## config.mk

```make
export PLATFORM = sky130hd
export DESIGN_NAME = aoss_top
export DESIGN_NICKNAME = d
export VERILOG_FILES = /design/src/rtl/aoss_pkg.sv /design/src/rtl/aoss_tick_if.sv /design/src/rtl/aoss_timebase.sv /design/src/rtl/aoss_top.sv
export SDC_FILE = /design/constraint.sdc
export NUM_CORES = 1
export LEC_CHECK = 0
export BUFFER_PORTS_ARGS = -buffer_cell sky130_fd_sc_hd__buf_2
export CORE_MARGIN = 2
export CORE_UTILIZATION = 43
export DETAILED_ROUTE_END_ITERATION = 8
export PLACE_DENSITY_LB_ADDON = 0.3
export SLEW_MARGIN = 0
export SYNTH_ARGS = -nofsm -noshare
export SYNTH_HDL_FRONTEND = slang
export SYNTH_SLANG_ARGS = --single-unit
```

## constraint.sdc

```tcl
create_clock -name sys_clk_in -period 2.89 [get_ports sys_clk_in]
set_clock_uncertainty 0.2 [all_clocks]
set_input_delay 0 -clock sys_clk_in [delete_from_list [all_inputs] [get_ports sys_clk_in]]
set_output_delay 0 -clock sys_clk_in [all_outputs]
set_load 0.01 [all_outputs]
```

## src/rtl/aoss_pkg.sv

```systemverilog
`default_nettype none
package aoss_pkg;
  // *************************************************************
  // timing
  // *************************************************************
  localparam int unsigned CLK_HZ = 100_000_000;
  localparam int unsigned TICK_PERIOD_S = 1;
  localparam int unsigned TICK_CYCLES = CLK_HZ * TICK_PERIOD_S;
  localparam int unsigned TICK_W = 27;
  localparam int unsigned DELAY_W = 12;
  localparam logic [11:0] DELAY_MAX_S = 12'hfa0;
  localparam logic [11:0] DELAY_RST = 12'h000;
  localparam logic [15:0] COOL_RST_S = 16'h0000;
  // *************************************************************
  // register map, word addresses
  // *************************************************************
  localparam logic [3:0] ADDR_DELAY = 4'h0;
  localparam logic [3:0] ADDR_COOL = 4'h1;
  localparam logic [3:0] ADDR_STATUS = 4'h2;
  localparam logic [3:0] ADDR_REMAIN = 4'h3;
  localparam logic [3:0] ADDR_CTRL = 4'h4;
  localparam int unsigned ST_STATE_LSB = 0;
  localparam int unsigned ST_ENGINE_BIT = 2;
  localparam int unsigned ST_LOADOK_BIT = 3;
  localparam int unsigned ST_REQ_BIT = 4;
  localparam int unsigned ST_INH_BIT = 5;
  localparam int unsigned CTRL_AUTOSTART_BIT = 0;

  typedef enum logic [1:0] {
    AOSS_AUTO = 2'b00,
    AOSS_DELAY = 2'b01,
    AOSS_REMOTE = 2'b10,
    AOSS_COOL = 2'b11
  } aoss_state_t;
endpackage
`default_nettype wire

```

## src/rtl/aoss_tick_if.sv

```systemverilog
`timescale 1ns/1ps
`default_nettype none
// carries the one-second enable from the timebase to the sequencer
interface aoss_tick_if;
  logic tick;
  modport src (output tick);
  modport dst (input tick);
endinterface
`default_nettype wire

```

## src/rtl/aoss_timebase.sv

```systemverilog
`timescale 1ns/1ps
`default_nettype none
module aoss_timebase (
  input wire logic clk_in,
  input wire logic rst_n_in,
  aoss_tick_if.src tick_if
);
  logic [aoss_pkg::TICK_W-1:0] cnt_ff;
  logic [aoss_pkg::TICK_W-1:0] nxt_cnt;
  logic tick_ff;
  logic nxt_tick;

  // free-running divider, one pulse per second
  always_comb
  begin
    nxt_tick = (cnt_ff == aoss_pkg::TICK_W'(aoss_pkg::TICK_CYCLES - 1));
    nxt_cnt = nxt_tick ? '0 : cnt_ff + 1'b1;
  end

  always_ff @(posedge clk_in or negedge rst_n_in)
  begin
    if (!rst_n_in)
    begin
      cnt_ff <= '0;
      tick_ff <= 1'b0;
    end
    else
    begin
      cnt_ff <= nxt_cnt;
      tick_ff <= nxt_tick;
    end
  end

  assign tick_if.tick = tick_ff;
endmodule // aoss_timebase
`default_nettype wire

```

## src/rtl/aoss_top.sv

```systemverilog
// Summary of operation
// start request waits configured delay, up to 4000s
// both inputs idle: auto mode, inhibit ignored
// no start during delay, inhibit ignored
// remaining delay seconds shown in status
// delay expired with request: remote start engine
// in remote start, inhibit blocks load transfer
// inhibit released while running: allow load transfer
// inputs released: back to auto, cooled stop
// inhibit blocks load even for automatic starts; code lets load through while the delay runs
// detector holds both signals until mains return
// request from NO, inhibit from NC contact
// inhibit asserted from idle, before any remote start
// request dropped early: abandon start, clear count
`timescale 1ns/1ps
`default_nettype none
module aoss_top (
  input wire logic sys_clk_in,
  input wire logic rst_n_in,
  input wire logic remote_start_request_in,
  input wire logic load_take_inhibit_in,
  input wire logic auto_start_cause_in,
  input wire logic [3:0] addr_in,
  input wire logic [15:0] wdata_in,
  input wire logic wr_in,
  input wire logic rd_in,
  output logic [15:0] rdata_out,
  output logic engine_run_out,
  output logic load_transfer_ok_out,
  output logic remote_mode_out
);
  // *************************************************************
  // reset release and pin synchronisers
  // *************************************************************
  logic [1:0] rst_sync_ff;
  logic rst_n;
  logic [1:0] req_sync_ff;
  logic [1:0] inh_sync_ff;
  logic req;
  logic inh;

  always_ff @(posedge sys_clk_in or negedge rst_n_in)
  begin
    if (!rst_n_in)
      rst_sync_ff <= 2'b00;
    else
      rst_sync_ff <= {rst_sync_ff[0], 1'b1};
  end
  assign rst_n = rst_sync_ff[1];

  // request and inhibit pins are asynchronous to the clock, two stages each
  always_ff @(posedge sys_clk_in or negedge rst_n)
  begin
    if (!rst_n)
    begin
      req_sync_ff <= 2'b00;
      inh_sync_ff <= 2'b00;
    end
    else
    begin
      req_sync_ff <= {req_sync_ff[0], remote_start_request_in};
      inh_sync_ff <= {inh_sync_ff[0], load_take_inhibit_in};
    end
  end
  assign req = req_sync_ff[1];
  assign inh = inh_sync_ff[1];

  // *************************************************************
  // timebase
  // *************************************************************
  aoss_tick_if tick_if ();
  aoss_timebase u_timebase (
    .clk_in(sys_clk_in),
    .rst_n_in(rst_n),
    .tick_if(tick_if)
  );

  // *************************************************************
  // registers
  // *************************************************************
  logic [11:0] delay_cfg_ff;
  logic [11:0] nxt_delay_cfg;
  logic [15:0] cool_cfg_ff;
  logic [15:0] nxt_cool_cfg;
  logic autostart_en_ff;
  logic nxt_autostart_en;
  logic [15:0] rdata_ff;
  logic [15:0] nxt_rdata;

  // sequencer state
  aoss_pkg::aoss_state_t state_ff;
  aoss_pkg::aoss_state_t nxt_state;
  logic [15:0] cnt_ff;
  logic [15:0] nxt_cnt;
  logic engine_ff;
  logic nxt_engine;
  logic load_ok_ff;
  logic nxt_load_ok;
  logic remote_ff;
  logic nxt_remote;
  logic auto_cause;

  // register writes; delay above the limit saturates at 4000 s
  always_comb
  begin
    nxt_delay_cfg = delay_cfg_ff;
    nxt_cool_cfg = cool_cfg_ff;
    nxt_autostart_en = autostart_en_ff;
    if (wr_in)
    begin
      if (addr_in == aoss_pkg::ADDR_DELAY)
        nxt_delay_cfg = (wdata_in > 16'(aoss_pkg::DELAY_MAX_S)) ? aoss_pkg::DELAY_MAX_S
                        : wdata_in[11:0];
      else if (addr_in == aoss_pkg::ADDR_COOL)
        nxt_cool_cfg = wdata_in;
      else if (addr_in == aoss_pkg::ADDR_CTRL)
        nxt_autostart_en = wdata_in[aoss_pkg::CTRL_AUTOSTART_BIT];
    end
  end

  // read mux; unmapped addresses read as zero
  always_comb
  begin
    nxt_rdata = rdata_ff;
    if (rd_in)
    begin
      if (addr_in == aoss_pkg::ADDR_DELAY)
        nxt_rdata = {4'h0, delay_cfg_ff};
      else if (addr_in == aoss_pkg::ADDR_COOL)
        nxt_rdata = cool_cfg_ff;
      else if (addr_in == aoss_pkg::ADDR_STATUS)
        nxt_rdata = {10'h000, inh, req, load_ok_ff, engine_ff, state_ff};
      else if (addr_in == aoss_pkg::ADDR_REMAIN)
        nxt_rdata = (state_ff == aoss_pkg::AOSS_DELAY) ? cnt_ff : 16'h0000;
      else if (addr_in == aoss_pkg::ADDR_CTRL)
        nxt_rdata = {15'h0000, autostart_en_ff};
      else
        nxt_rdata = 16'h0000;
    end
    else
      nxt_rdata = 16'h0000;
  end

  always_ff @(posedge sys_clk_in or negedge rst_n)
  begin
    if (!rst_n)
    begin
      delay_cfg_ff <= aoss_pkg::DELAY_RST;
      cool_cfg_ff <= aoss_pkg::COOL_RST_S;
      autostart_en_ff <= 1'b0;
      rdata_ff <= 16'h0000;
    end
    else
    begin
      delay_cfg_ff <= nxt_delay_cfg;
      cool_cfg_ff <= nxt_cool_cfg;
      autostart_en_ff <= nxt_autostart_en;
      rdata_ff <= nxt_rdata;
    end
  end

  // *************************************************************
  // sequencer
  // *************************************************************
  assign auto_cause = autostart_en_ff & auto_start_cause_in;

  // engine also runs for other automatic causes; inhibit gates load except while the delay runs
  always_comb
  begin
    nxt_state = state_ff;
    nxt_cnt = cnt_ff;
    nxt_engine = engine_ff;
    nxt_remote = remote_ff;
    case (state_ff)
      aoss_pkg::AOSS_AUTO:
      begin
        nxt_remote = 1'b0;
        nxt_engine = auto_cause;
        if (req)
        begin
          // inhibit not looked at while waiting
          nxt_state = aoss_pkg::AOSS_DELAY;
          nxt_cnt = {4'h0, delay_cfg_ff};
        end
      end
      aoss_pkg::AOSS_DELAY:
      begin
        if (!req)
        begin
          nxt_state = aoss_pkg::AOSS_AUTO;
          nxt_cnt = 16'h0000;
        end
        else if (cnt_ff == 16'h0000)
        begin
          nxt_state = aoss_pkg::AOSS_REMOTE;
          nxt_engine = 1'b1;
          nxt_remote = 1'b1;
        end
        else if (tick_if.tick)
          nxt_cnt = cnt_ff - 16'h0001;
      end
      aoss_pkg::AOSS_REMOTE:
      begin
        nxt_engine = 1'b1;
        if (!req) // inhibit contact closes again on mains return, so only the request decides
        begin
          nxt_state = aoss_pkg::AOSS_COOL;
          nxt_remote = 1'b0;
          nxt_cnt = cool_cfg_ff;
        end
      end
      default:
      begin
        // cooling run before the stop; a new request restarts the delay
        if (req)
        begin
          nxt_state = aoss_pkg::AOSS_DELAY;
          nxt_cnt = {4'h0, delay_cfg_ff};
        end
        else if (cnt_ff == 16'h0000)
        begin
          nxt_state = aoss_pkg::AOSS_AUTO;
          nxt_engine = auto_cause;
        end
        else if (tick_if.tick)
          nxt_cnt = cnt_ff - 16'h0001;
      end
    endcase
    // load may go on only with engine running and not cooling; inhibit blocks it except while the delay runs
    nxt_load_ok = nxt_engine && !(inh && (state_ff != aoss_pkg::AOSS_DELAY))
                  && (nxt_state != aoss_pkg::AOSS_COOL) && !(inh && nxt_remote);
  end

  always_ff @(posedge sys_clk_in or negedge rst_n)
  begin
    if (!rst_n)
    begin
      state_ff <= aoss_pkg::AOSS_AUTO;
      cnt_ff <= 16'h0000;
      engine_ff <= 1'b0;
      load_ok_ff <= 1'b0;
      remote_ff <= 1'b0;
    end
    else
    begin
      state_ff <= nxt_state;
      cnt_ff <= nxt_cnt;
      engine_ff <= nxt_engine;
      load_ok_ff <= nxt_load_ok;
      remote_ff <= nxt_remote;
    end
  end

  assign rdata_out = rdata_ff;
  assign engine_run_out = engine_ff;
  assign load_transfer_ok_out = load_ok_ff;
  assign remote_mode_out = remote_ff;
endmodule // aoss_top
`default_nettype wire

```

==> run summary, run 1 <==
The endpoint identified for the worst register-to-register timing path is u_timebase.cnt_ff[23]. The worst hold endpoint is req_sync_ff[0]. The fraction of power consumed by the clock network is 0.259.

The number of nets in the layout is 678. The die covers 13,500 µm². The total core area is ~12,000 µm². Compared with the post-synthesis result, the final layout area differs by 19.4%. The sum of met3 wire segment lengths after detailed routing came out at 976 µm. The required time at the worst-slack endpoint is 2.93 ns.

Sorting the synthesized cells by area gives the leading types as dfrtp_1 (46%), mux2_2 (4.4%), nand2_1 (4.1%), nor2_1 (3.9%), xnor2_1 (3.2%). The worst register-to-register path has a setup slack of about 0.42 ns. The source of the worst hold timing path is remote_start_request_in. Entering global routing, the biggest net connects 57 pins. The design internal power is approximately 0.003 W.

The clock-pin slew of the registers on the worst-case setup and hold paths came out at 0.07 ns. The placed wire-length estimate came out at 10,100 µm. The routed wire length per instance is 17.3 µm.

The number of antenna diodes in the final layout is 0. The number of violations of the max-capacitance limit came out at 0. The sequential cell area came out at approximately 2500 µm². The flow ran to the end, and the final reports show no timing, DRC or antenna violations. The net switching power is 0.00183 W. The I/O pin count is 46. The area after detailed placement came out at 5880 µm². The final total negative setup slack is 0 ns. After the first detailed-routing iteration, the DRC count stood at 417. Of the post-synthesis cell area, the dominant cell type holds 0.461.

The via count of the routed design came out at 4,689. Counting I/O delays and the setup requirement, the final critical path takes approximately 2.5 ns. In the routed layout, each cell is associated on average with a via count of 5.68. In this run the critical register-to-register path is launched from u_timebase.cnt_ff[9]. The average size of a mapped cell came out at 9.31 µm².

The cell count of the worst reg-to-reg path came out at 6. Wires add up to 14,300 µm. The fraction of the yosys area taken by sequential cells is 0.461. The initialized floorplan defines 41 standard-cell rows.

The highest metal layer carrying signal wires in the routed design is met4. The routed design uses ~7000 µm of met2 wire. The fraction of registers with async set or reset after synthesis is 1.00.

The number of pins exceeding their max-slew limit in the final report came out at 0. The root buffer selected by CTS is clkbuf_16. The hold violation total from the final report came out at 0. The clock reaches the later pin of the worst-skew pair after 0.36 ns.

In this run the static leakage power is around 2.8 nW. The total iterations of the first detailed-routing run came out at 5. Power comes to 0.00484 W. The routed length on met1 came out at 5750 µm. The H-tree depth is 3. The synthesized design spends more area on one cell type than any other, namely dfrtp_1. The net count after synthesis came out at about 610.

The count of warnings emitted by yosys is 0. The synthesized instance count is slightly below 600. In this run, synthesis inferred 0 flip-flops with an integrated enable. The effective utilization at floorplan came out at 0.435. The biggest fanout along the worst timing path is 7. TritonCTS built the clock tree. The number of cells on the worst hold path came out at 2. In the synthesized netlist the dominant register cell turns out to be dfrtp_1. The startpoint class of the critical path is a primary input. The number of fill cells in the layout is between 1,000 and 1,500. The total overflow left after global routing is 0. The number of design rule violations left after detail routing is 0. The maximum clock path buffer count is 2. The post-detailed-route count of antenna-violating nets came out at 0. The buffers inserted during post-CTS setup optimization is 0.

Summing every instance area after synthesis gives 5430 µm². The width of the die came out at around 120 µm. The ratio of total power to cell area came out at 747 nW/µm².

The number of register bits inferred by synthesis is 100. The first global-routing pass estimated 23,100 µm of wire. The measured slew at the worst slew-check pin came out at 0.729 ns. The height of the chip came out at 116 µm.

The achievable clock frequency came out at 393 MHz. The net switching fraction of the power came out at 0.378. The part of the total power dissipated in combinational logic came out at 0.352. The setup path with the least slack is of type in -> reg.

Summing all multi-input logic gate instances after layout gives 2730 µm². The number of clock buffers added by TritonCTS is 9. The port buffer count came out at 45.

The arrival time of data at the critical path endpoint is 2.58 ns. The min-delay analysis places its worst path in the category in -> reg. The worst pin sits at a relative slew slack of 0.514.

Of the available clock period, the critical path in the final layout requires 0.880. The worst ir drop on vdd is between 300 and 400 µV. The number of distinct library cells after synthesis is 57. The via count of the first global-routing pass is around 4,500.

The final setup violation count is 0. The part of the power in registers came out at 0.389. The routability congestion estimate came out at between 0.9 and 1. Summing all non-filler instances in the final layout gives an area of 6480 µm². The clock sink total is 100. The layout cell share with drive strength beyond 1 came out at 0.165.

For this run, the total global-route usage over all layers was measured as 0.224. Setup repair after global routing left no endpoint under its margin. The worst setup path is captured at a flop.

The initial antenna violation count is 0.
==> Yosys cell counts, types with 13 or more instances <==
cell	n
dfrtp_1	100
nand2_1	59
nor2_1	57
clkbuf_1	28
o21ai_0	28
a21oi_1	25
nor2b_1	24
mux2_2	21
nand3_1	21
xnor2_1	20
a22oi_1	19
nand4_1	16
inv_1	15
xor2_1	13
==> sequential cells by signal, summed over array words and instances, names as in the netlist, 2 cells and up <==
name and cells:
cool_cfg_ff 16, req_sync_ff 2, delay_cfg_ff 12, rdata_out 16
state_ff 2, u_timebase.cnt_ff 27, inh_sync_ff 2, rst_sync_ff 2
cnt_ff 16
==> cell usage in the layout (no fill, tap or decap), types with 9 or more instances in the layout <==
cell type,instances
nor4_1,9
nor2_1,57
a22oi_1,19
xnor2_1,20
dlygate4sd3_1,29
a211oi_1,10
nand4_1,16
inv_1,15
nor3_1,11
o21ai_0,28
buf_2,45
mux2_2,21
nor2b_1,24
clkbuf_16,9
o221ai_1,9
xor2_1,13
nand3_1,21
dfrtp_1,99
nand2_1,59
buf_4,15
a21oi_1,25
==> power groups by stage <==
stage | clock [W] | sequential, W | combinational (W)
final | 0.00125 | 0.00188 | 0.00170
after floorplan | 0 | 0.00179 | 0.00123
after global routing | 0.00135 | 0.00191 | 0.00188
after detailed placement | 0 | 0.00190 | 0.00164
after CTS | 0.00129 | 0.00187 | 0.00168
after global placement | 0 | 0.00189 | 0.00161
==> logic make-up after synthesis <==
group,count (synthesis),share of synthesized area
compound gates,125,0.155
mux,29,0.0583
other cells,1,0.000691
xor+xnor,33,0.0533
flops,100,0.461
buf+inv,52,0.0364
fa+ha+maj,3,0.00692
simple gates,240,0.228
==> worst max-delay path by stage <==
stage / start / to / slack [ns] / cells after the start
2_1_floorplan: cnt_ff[0] / load_transfer_ok_out / 0.52 / 7
3_3_place_gp: cnt_ff[0] / cnt_ff[4] / 0.50 / 7
3_5_place_dp: u_timebase.cnt_ff[9] / u_timebase.cnt_ff[5] / 0.43 / 6
4_1_cts: u_timebase.cnt_ff[9] / u_timebase.cnt_ff[5] / 0.40 / 6
5_1_grt: u_timebase.cnt_ff[9] / u_timebase.cnt_ff[5] / 0.20 / 6
6_report: wdata_in[0] / delay_cfg_ff[5] / 0.35 / 9
==> critical path, stage by stage <==
cell and delay (ns):
dlygate4sd3_1 0.53, buf_2 0.14, or4_1 0.50, o21ai_0 0.33, a21oi_1 0.12, nor3_1 0.14
buf_4 0.19, a21oi_1 0.07, dlygate4sd3_1 0.55
==> per-layer routing <==
metal / global-route usage / vias to the layer above
met4: 0.111 / 0
met5: 0 / -
met2: 0.374 / 166
met3: 0.0353 / 28
li1: - / 2229
met1: 0.284 / 2266
==> per-stage QoR <==
step	hold WS (ns)	utilization	setup slack (ns)	instances
after floorplan	-0.496	-	0.524	583
after global placement	-0.415	0.472	0.498	780
after CTS	0.0683	0.520	0.401	825
final	0.0802	0.520	0.347	825
after detailed placement	-0.411	0.472	0.425	780
after global routing	0.0684	0.520	0.197	825
==> cell type report <==
cell class                 count  area share
clock buffer                  10      0.0353
clock inverter                 6      0.0122
inverter                      15     0.00869
multi-input combinational    431       0.421
sequential                   100       0.387
tap                          172      0.0332
timing repair buffer          91       0.103
==> timing repair <==
action                                 in CTS  in global routing
hold buffers                               29                  0
gates resized for setup                     0                  0
endpoints found under the hold margin      50                  0
Note: power is estimated with default switching activity, not from simulation.
==> run 2: changes to the inputs <==
ABC_AREA = 1   (was unset)
==> run summary, run 2 <==
Outcome: finished clean (unchanged). The design internal power is 0.00248 W (was 0.00301 W). The initial antenna violation count is 0 (unchanged). The worst setup path startpoint was addr_in[1] (was wdata_in[0]).

The placed wire-length estimate came to 11,400 µm (was 10,100 µm). The count of warnings emitted by yosys is 0 (unchanged). Top cells by area in the synthesized netlist: dfrtp_1 (44%), nand2_1 (12%), inv_1 (6.1%), nor2_1 (6.0%), nand3_1 (4.2%) (was dfrtp_1 (46%), mux2_2 (4.4%), nand2_1 (4.1%), nor2_1 (3.9%), xnor2_1 (3.2%)).

The clock sink total came out at 100 (unchanged). The endpoint of the lowest-slack register-to-register path is cnt_ff[10] (was u_timebase.cnt_ff[23]). The total core area is 13,100 µm² (was 12,500 µm²). The number of register bits inferred by synthesis is 100 (unchanged). The routed wire length per instance was 15.1 µm (was 17.3 µm). The height of the chip is 120 µm (was 116 µm). The predominant post-synthesis flop cell was dfrtp_1 (unchanged). The part of the power in registers is 0.482 (was 0.389). The root buffer selected by CTS was clkbuf_16 (unchanged). The final core utilization is 0.513 (was 0.520). The worst stage delay on the critical path is 0.56 ns (was 0.55 ns).

The measured slew at the worst slew-check pin came to 0.832 ns (was 0.729 ns). The layout cell share with drive strength beyond 1 was 0.115 (was 0.165). The width of the die is 120 µm (was 116 µm). The register-to-register setup slack came out at 0.69 ns (was 0.42 ns).

The net count after synthesis is 800 (was 613). The power after layout came to 0.00347 W (was 0.00484 W). The global router's overall resource usage is 0.231 (was 0.224). The critical path buffer and inverter count came out at 6 (was 4). The relative max-transition margin is 0.446 (was 0.514).

The largest net degree at the start of global routing came out at 66 (was 57). The per-cell via count in the routed design is 5.22 (was 5.68). The cell with the largest stage delay on the worst path is dlygate4sd3_1 (unchanged). The reported leakage power is 3.26 nW (was 2.82 nW). The clock-pin slew of the registers on the worst-case setup and hold paths is 0.07 ns (about the same).

The post-placement setup slack was 0.732 ns (was 0.425 ns). The final setup violation count is 0 (unchanged). The post-detailed-route count of antenna-violating nets came out at 0 (unchanged). The global-route wire length before repair is 26,100 µm (was 23,100 µm). The number of design rule violations left after detail routing is 0 (unchanged).

The fraction of power consumed by the clock network is 0.373 (was 0.259). The port buffer count came to 45 (unchanged). The most common library cell in the layout ignoring fill and taps was nand2_1 (was dfrtp_1). The number of distinct library cells after synthesis is 45 (was 57). The routed wire length is 15,400 µm (was 14,300 µm).

The flip-flop count of the largest register after layout came to 27 (unchanged). The endpoint type of the worst setup path is a flop (unchanged). The number of enable-type register cells in the synthesized netlist came out at 0 (unchanged).

The die outline area came to 14,300 µm² (was 13,500 µm²). The ratio of total power to cell area was 514 nW/µm² (was 747 nW/µm²). The routability congestion estimate came out at 0.976 (was 0.979). The count of routing violations after the opening detailed-route iteration is 327 (was 417).

The net switching fraction of the power is 0.284 (was 0.378). The setup slack after layout is 0.373 ns (was 0.347 ns). The number of diodes added for antenna fixing came out at 0 (unchanged). Cells traversed along the worst timing path: dlygate4sd3_1, buf_2, nor2_2, nand2_2, inv_1, buf_4, nand2_1, inv_1, nand3_1, dlygate4sd3_1, o21ai_0 (was dlygate4sd3_1, buf_2, or4_1, o21ai_0, a21oi_1, nor3_1, buf_4, a21oi_1, dlygate4sd3_1). The clock latency at the later pin of the worst-skew pair came out at 0.35 ns (was 0.36 ns). The via count of the routed design is 5,353 (was 4,689).

The total iterations of the first detailed-routing run came out at 5 (unchanged). The average size of a mapped cell came out at 7.46 µm² (was 9.31 µm²). The path length in cells of the critical path is 11 (was 9). The effective utilization at floorplan came out at 0.437 (was 0.435). The mapped cell area is 5740 µm² (was 5430 µm²). The biggest area consumer among synthesized cells is dfrtp_1 (unchanged).

The number of pins exceeding their max-slew limit in the final report came out at 0 (unchanged). The achievable clock frequency is 397 MHz (was 393 MHz). The share of the clock period used by the worst path came out at 0.871 (was 0.880).

The number of nets in the layout came out at 874 (was 678). The register with the highest flop count is u_timebase.cnt_ff (unchanged). The synthesized instance count is 770 (was 583).

The fraction of the yosys area taken by sequential cells came out at 0.436 (was 0.461). The shortest clock period the worst path allows after layout came out at 2.52 ns (was 2.54 ns). The kind of critical path is in -> reg (unchanged). Highest-count cells in the layout ignoring fill and taps: nand2_1 (179), dfrtp_1 (99), inv_1 (94) (was dfrtp_1 (99), nand2_1 (59), nor2_1 (57)). The area added between synthesis and finish is 17.4% (was 19.4%). The number of violations of the max-capacitance limit is 0 (unchanged). The biggest fanout along the worst timing path came out at 24 (was 7). The site row count came out at 42 (was 41). Synth cell count leaders: nand2_1 (179), dfrtp_1 (100), inv_1 (94), nor2_1 (92), nand3_1 (48) (was dfrtp_1 (100), nand2_1 (59), nor2_1 (57), clkbuf_1 (28), o21ai_0 (28)). The buffers inserted during post-CTS setup optimization is 0 (unchanged).

The final total negative setup slack is 0 ns (unchanged). The TritonCTS clock tree is yes (unchanged). The share of the synthesized area in the top cell type is 0.436 (was 0.461). The required time at the worst-slack endpoint came to 2.96 ns (was 2.93 ns).

The leading cell type by number of instances after synthesis is nand2_1 (was dfrtp_1). The worst setup path endpoint was delay_cfg_ff[3] (was delay_cfg_ff[5]). The part of the total power dissipated in combinational logic is 0.145 (was 0.352). The TritonCTS buffer count was 9 (unchanged).

The worst ir drop on vdd is 319 µV (was 332 µV). The I/O pin count came out at 46 (unchanged). The net switching power came out at 0.000985 W (was 0.00183 W). The H-tree depth is 3 (unchanged). The global route total overflow came out at 0 (unchanged).

The maximum clock path buffer count came out at 2 (unchanged). The cell count of the worst reg-to-reg path is 12 (was 6). The via count of the first global-routing pass is 5,237 (was 4,482). The fraction of registers with async set or reset after synthesis is 1.00 (unchanged). The arrival time of data at the critical path endpoint came out at 2.59 ns (was 2.58 ns).

The hold violation total from the final report is 0 (unchanged). The startpoint class of the critical path is a primary input (unchanged). Setup repair after global routing missed its margin: no (unchanged). The kind of cell adding the most delay to the critical path is buffers and inverters (unchanged). The launch point of the worst reg-to-reg path is cnt_ff[0] (was u_timebase.cnt_ff[9]). The type of the worst min-delay path was in -> reg (unchanged).
==> run 2: changes by cell type after synthesis, sizes merged, moves of 18 or more <==
cell / before / now
xnor2: 20 / 2
nand3: 21 / 49
nor2: 57 / 104
nor2b: 24 / 0
o21ai: 29 / 54
clkbuf: 29 / 4
mux2: 21 / 2
nand2: 59 / 183
inv: 15 / 100
==> run 2: worst reg2reg max path: stages, from the launching register on <==
cell and delay, ns:
dfrtp_1 0.41, inv_1 0.23, ha_1 0.26, nand2_1 0.07
nor2_1 0.12, nand2_1 0.10, nor2_1 0.15, nand2_1 0.12
nand2_1 0.09, nand2_1 0.06, a21o_1 0.16, nor2_1 0.08
nor2_1 0.04
==> run 2: worst min-delay path by stage <==
stage | start | to | slack, ns | depth (start not counted)
after CTS | remote_start_request_in | req_sync_ff[0] | 0.08 | 2
after global placement | rst_n_in | rst_sync_ff[0] | -0.41 | 1
after detailed placement | rst_n_in | rst_sync_ff[0] | -0.41 | 1
final | remote_start_request_in | req_sync_ff[0] | 0.09 | 2
after floorplan | rst_n_in | rst_sync_ff[0] | -0.50 | 0
after global routing | remote_start_request_in | req_sync_ff[0] | 0.09 | 2
==> run 2: cells by family (layout without fill, tap and decap cells) <==
| kind of cell | after synthesis | after routing | share of synthesized area |
|---|---|---|---|
| other cells | 1 | 1 | 0.000653 |
| fa+ha+maj | 3 | 3 | 0.00654 |
| xor+xnor | 22 | 22 | 0.0336 |
| simple gates | 397 | 397 | 0.311 |
| compound gates | 124 | 124 | 0.122 |
| mux | 2 | 2 | 0.00392 |
| buf+inv | 121 | 200 | 0.0869 |
| flops | 100 | 100 | 0.436 |
==> run 2: area by class of cell <==
cell class              instances  area [µm²]
fillers                      1274        6400
multi-input cells             549        2740
flip-flops and latches        100        2510
repair buffers                 83         583
inverters                     101         379
clock buffers                  12         236
well taps                     176         220
clock inverters                 4        75.1
==> run 2: power by group through the flow <==
stage	sequential, W	clock, W	combinational [W]
3_5_place_dp	0.00169	0	0.000467
4_1_cts	0.00167	0.00131	0.000498
5_1_grt	0.00169	0.00137	0.000576
6_report	0.00167	0.00129	0.000503
3_3_place_gp	0.00169	0	0.000460
2_1_floorplan	0.00166	0	0.000332
==> run 2: timing repair <==
item	in CTS	in global routing
resized for setup	0	0
hold buffers	29	0
endpoints found under the hold margin	49	0
==> run 2: per-layer routing <==
metal / track usage / wire length [µm] / vias to the layer above
met5: 0 / 0 / -
li1: - / - / 2665
met4: 0.104 / 466 / 0
met3: 0.0347 / 709 / 32
met2: 0.390 / 7600 / 176
met1: 0.293 / 6660 / 2480
==> run 2: per-stage QoR <==
step                cell area [µm²]  cells  hold WS (ns)
finish                         6740   1025        0.0896
global placement               6140    980        -0.412
detailed placement             6140    980        -0.412
global route                   6740   1025        0.0853
floorplan                      5740    770        -0.496
CTS                            6740   1025        0.0810
==> run 3: changes to the inputs <==
CORE_UTILIZATION = 45   (was 43)
==> run summary, run 3 (synthesized netlist as in run 2, its figures left out) <==
The placed wire-length estimate is 11,600 µm (was 11,400 µm). The most common library cell in the layout ignoring fill and taps is nand2_1 (unchanged). The routability congestion estimate is 0.970 (was 0.976).

The root buffer selected by CTS is clkbuf_16 (unchanged). Outcome: finished clean (unchanged). The kind of cell adding the most delay to the critical path was buffers and inverters (unchanged).

The flip-flop count of the largest register after layout came out at 27 (unchanged). The layout cell share with drive strength beyond 1 came out at 0.118 (was 0.115). The number of diodes added for antenna fixing is 0 (unchanged). The per-cell via count in the routed design is 5.24 (was 5.22).

The endpoint type of the worst setup path is a flop (unchanged). The H-tree depth is 3 (unchanged). The most numerous cell on the critical path is dlygate4sd3_1. The required time at the worst-slack endpoint is 2.97 ns (was 2.96 ns). The die outline area came out at 13,700 µm² (was 14,300 µm²). The met2 routed wirelength came to 7650 µm (was 7600 µm). The maximum clock path buffer count came out at 2 (unchanged). The height of the chip is 117 µm (was 120 µm). The initial antenna violation count came out at 0 (unchanged). The count of routing violations after the opening detailed-route iteration is 368 (was 327). The global-route wire length before repair is 26,000 µm (was 26,100 µm).

The final setup violation count came out at 0 (unchanged). The effective utilization at floorplan came out at 0.459 (was 0.437). The achievable clock frequency is 386 MHz (was 397 MHz). The global router's overall resource usage came out at 0.248 (was 0.231). The routed length on met1 was 6830 µm (was 6660 µm). The largest net degree at the start of global routing is 52 (was 66).

The width of the die is 117 µm (was 120 µm). The register with the highest flop count is u_timebase.cnt_ff (unchanged). The measured slew at the worst slew-check pin is 0.709 ns (was 0.832 ns). The kind of critical path is in -> reg (unchanged). The post-detailed-route count of antenna-violating nets is 0 (unchanged). The routed wire length per instance came out at 15.5 µm (was 15.1 µm). Highest-count cells in the layout ignoring fill and taps: nand2_1 (179), dfrtp_1 (99), inv_1 (93) (was nand2_1 (179), dfrtp_1 (99), inv_1 (94)).

The hold violation total from the final report came out at 0 (unchanged). The cell with the largest stage delay on the worst path was dlygate4sd3_1 (unchanged). The shortest clock period the worst path allows after layout came out at 2.59 ns (was 2.52 ns). The biggest fanout along the worst timing path came out at 24 (unchanged). The via count of the first global-routing pass is 5,073 (was 5,237).

The total iterations of the first detailed-routing run was 5 (unchanged). The clock latency at the later pin of the worst-skew pair is 0.36 ns (was 0.35 ns). The worst stage delay on the critical path came out at 0.57 ns (was 0.56 ns). The arrival time of data at the critical path endpoint came out at 2.67 ns (was 2.59 ns). The ratio of total power to cell area came out at 500 nW/µm² (was 514 nW/µm²). The startpoint class of the critical path is a primary input (unchanged). The worst ir drop on vdd is 364 µV (was 319 µV). The number of pins exceeding their max-slew limit in the final report is 0 (unchanged).

The post-placement setup slack is 0.702 ns (was 0.732 ns). The type of the worst min-delay path is in -> reg (unchanged). The total core area was 12,500 µm² (was 13,100 µm²). The number of violations of the max-capacitance limit came to 0 (unchanged). The via count of the routed design came out at 5,357 (was 5,353). The clock-pin slew of the registers on the worst-case setup and hold paths came out at 0.08 ns (was 0.07 ns). The critical path buffer and inverter count came out at 5 (was 6). Setup repair after global routing missed its margin: no (unchanged). The clock sink total is 100 (unchanged). The number of design rule violations left after detail routing is 0 (unchanged). The global route total overflow is 0 (unchanged). The number of nets in the layout was 875 (was 874). The uppermost layer routed is met4 (unchanged). The site row count was 41 (was 42). The final total negative setup slack is 0 ns (unchanged). The buffers inserted during post-CTS setup optimization is 0 (unchanged).

The I/O pin count came out at 46 (unchanged). The area added between synthesis and finish was 17.5% (was 17.4%). Cells traversed along the worst timing path: dlygate4sd3_1, buf_2, nor2_4, nand2_2, inv_1, nand2_1, clkinvlp_4, nand3_1, dlygate4sd3_1, o21ai_0 (was dlygate4sd3_1, buf_2, nor2_2, nand2_2, inv_1, buf_4, nand2_1, inv_1, nand3_1, dlygate4sd3_1, o21ai_0). The share of the clock period used by the worst path is 0.896 (was 0.871). The reported leakage power is 3.25 nW (was 3.26 nW). The relative max-transition margin came out at 0.528 (was 0.446). The port buffer count is 45 (unchanged). The routed wire length came out at 15,800 µm (was 15,400 µm). The setup slack after layout came out at 0.299 ns (was 0.373 ns). The TritonCTS buffer count came out at 9 (unchanged).

The final core utilization came to 0.539 (was 0.513). The TritonCTS clock tree was yes (unchanged). The sum of met3 wire segment lengths after detailed routing is 712 µm (was 709 µm).
==> run 3: changes by cell type in the layout (fill, tap and decap cells not counted), sizes merged <==
cell,before,now
clkbuf,12,9
dlygate4sd3,29,32
buf,54,52
bufinv,2,0
inv,100,102
clkinv,1,4
==> run 3: worst paths after layout <==
| check | startpoint | endpoint | depth (start not counted) | slack [ns] |
|---|---|---|---|---|
| hold reg to reg | rst_sync_ff[0] | rst_sync_ff[1] | 0 | 0.15 |
| setup / recovery | addr_in[2] | delay_cfg_ff[3] | 10 | 0.30 |
| max in group asynchronous | rst_sync_ff[1] | cnt_ff[2] | 1 | 1.62 |
| hold / removal | remote_start_request_in | req_sync_ff[0] | 2 | 0.09 |
| setup reg to reg | cnt_ff[0] | cnt_ff[10] | 13 | 0.69 |
| min in group asynchronous | rst_sync_ff[1] | cool_cfg_ff[2] | 0 | 0.18 |
==> run 3: power by group <==
part           internal [W]  switching [W]  total [W]
Combinational      0.000195       0.000313   0.000508
Clock              0.000607       0.000597    0.00120
Sequential          0.00153       0.000137    0.00166
==> run 3: area by class of cell <==
type	count	area (µm²)
fill	1209	5770
multi-input combinational	549	2740
sequential	100	2510
timing repair buffer	84	611
inverter	101	383
clock buffer	9	225
tap	172	215
clock inverter	7	68.8
==> run 3: repair_timing <==
action                                 CTS  global route
resized for setup                        0             1
hold buffers                            32             0
setup endpoints to repair                0             2
endpoints found under the hold margin   49             0
==> run 3: metal layers <==
metal / vias up / track usage
met5: - / 0
met4: 0 / 0.100
met3: 43 / 0.0505
met2: 151 / 0.408
met1: 2495 / 0.323
li1: 2668 / -
==> run 3: stage by stage <==
| stage | std cells | area [µm²] | hold slack [ns] | total power, W |
|---|---|---|---|---|
| detailed placement | 974 | 6130 | -0.411 | 0.00216 |
| CTS | 1022 | 6750 | 0.0837 | 0.00339 |
| global route | 1022 | 6750 | 0.0906 | 0.00355 |
| floorplan | 770 | 5740 | -0.496 | 0.00199 |
| finish | 1022 | 6750 | 0.0880 | 0.00338 |
| global placement | 974 | 6130 | -0.413 | 0.00216 |
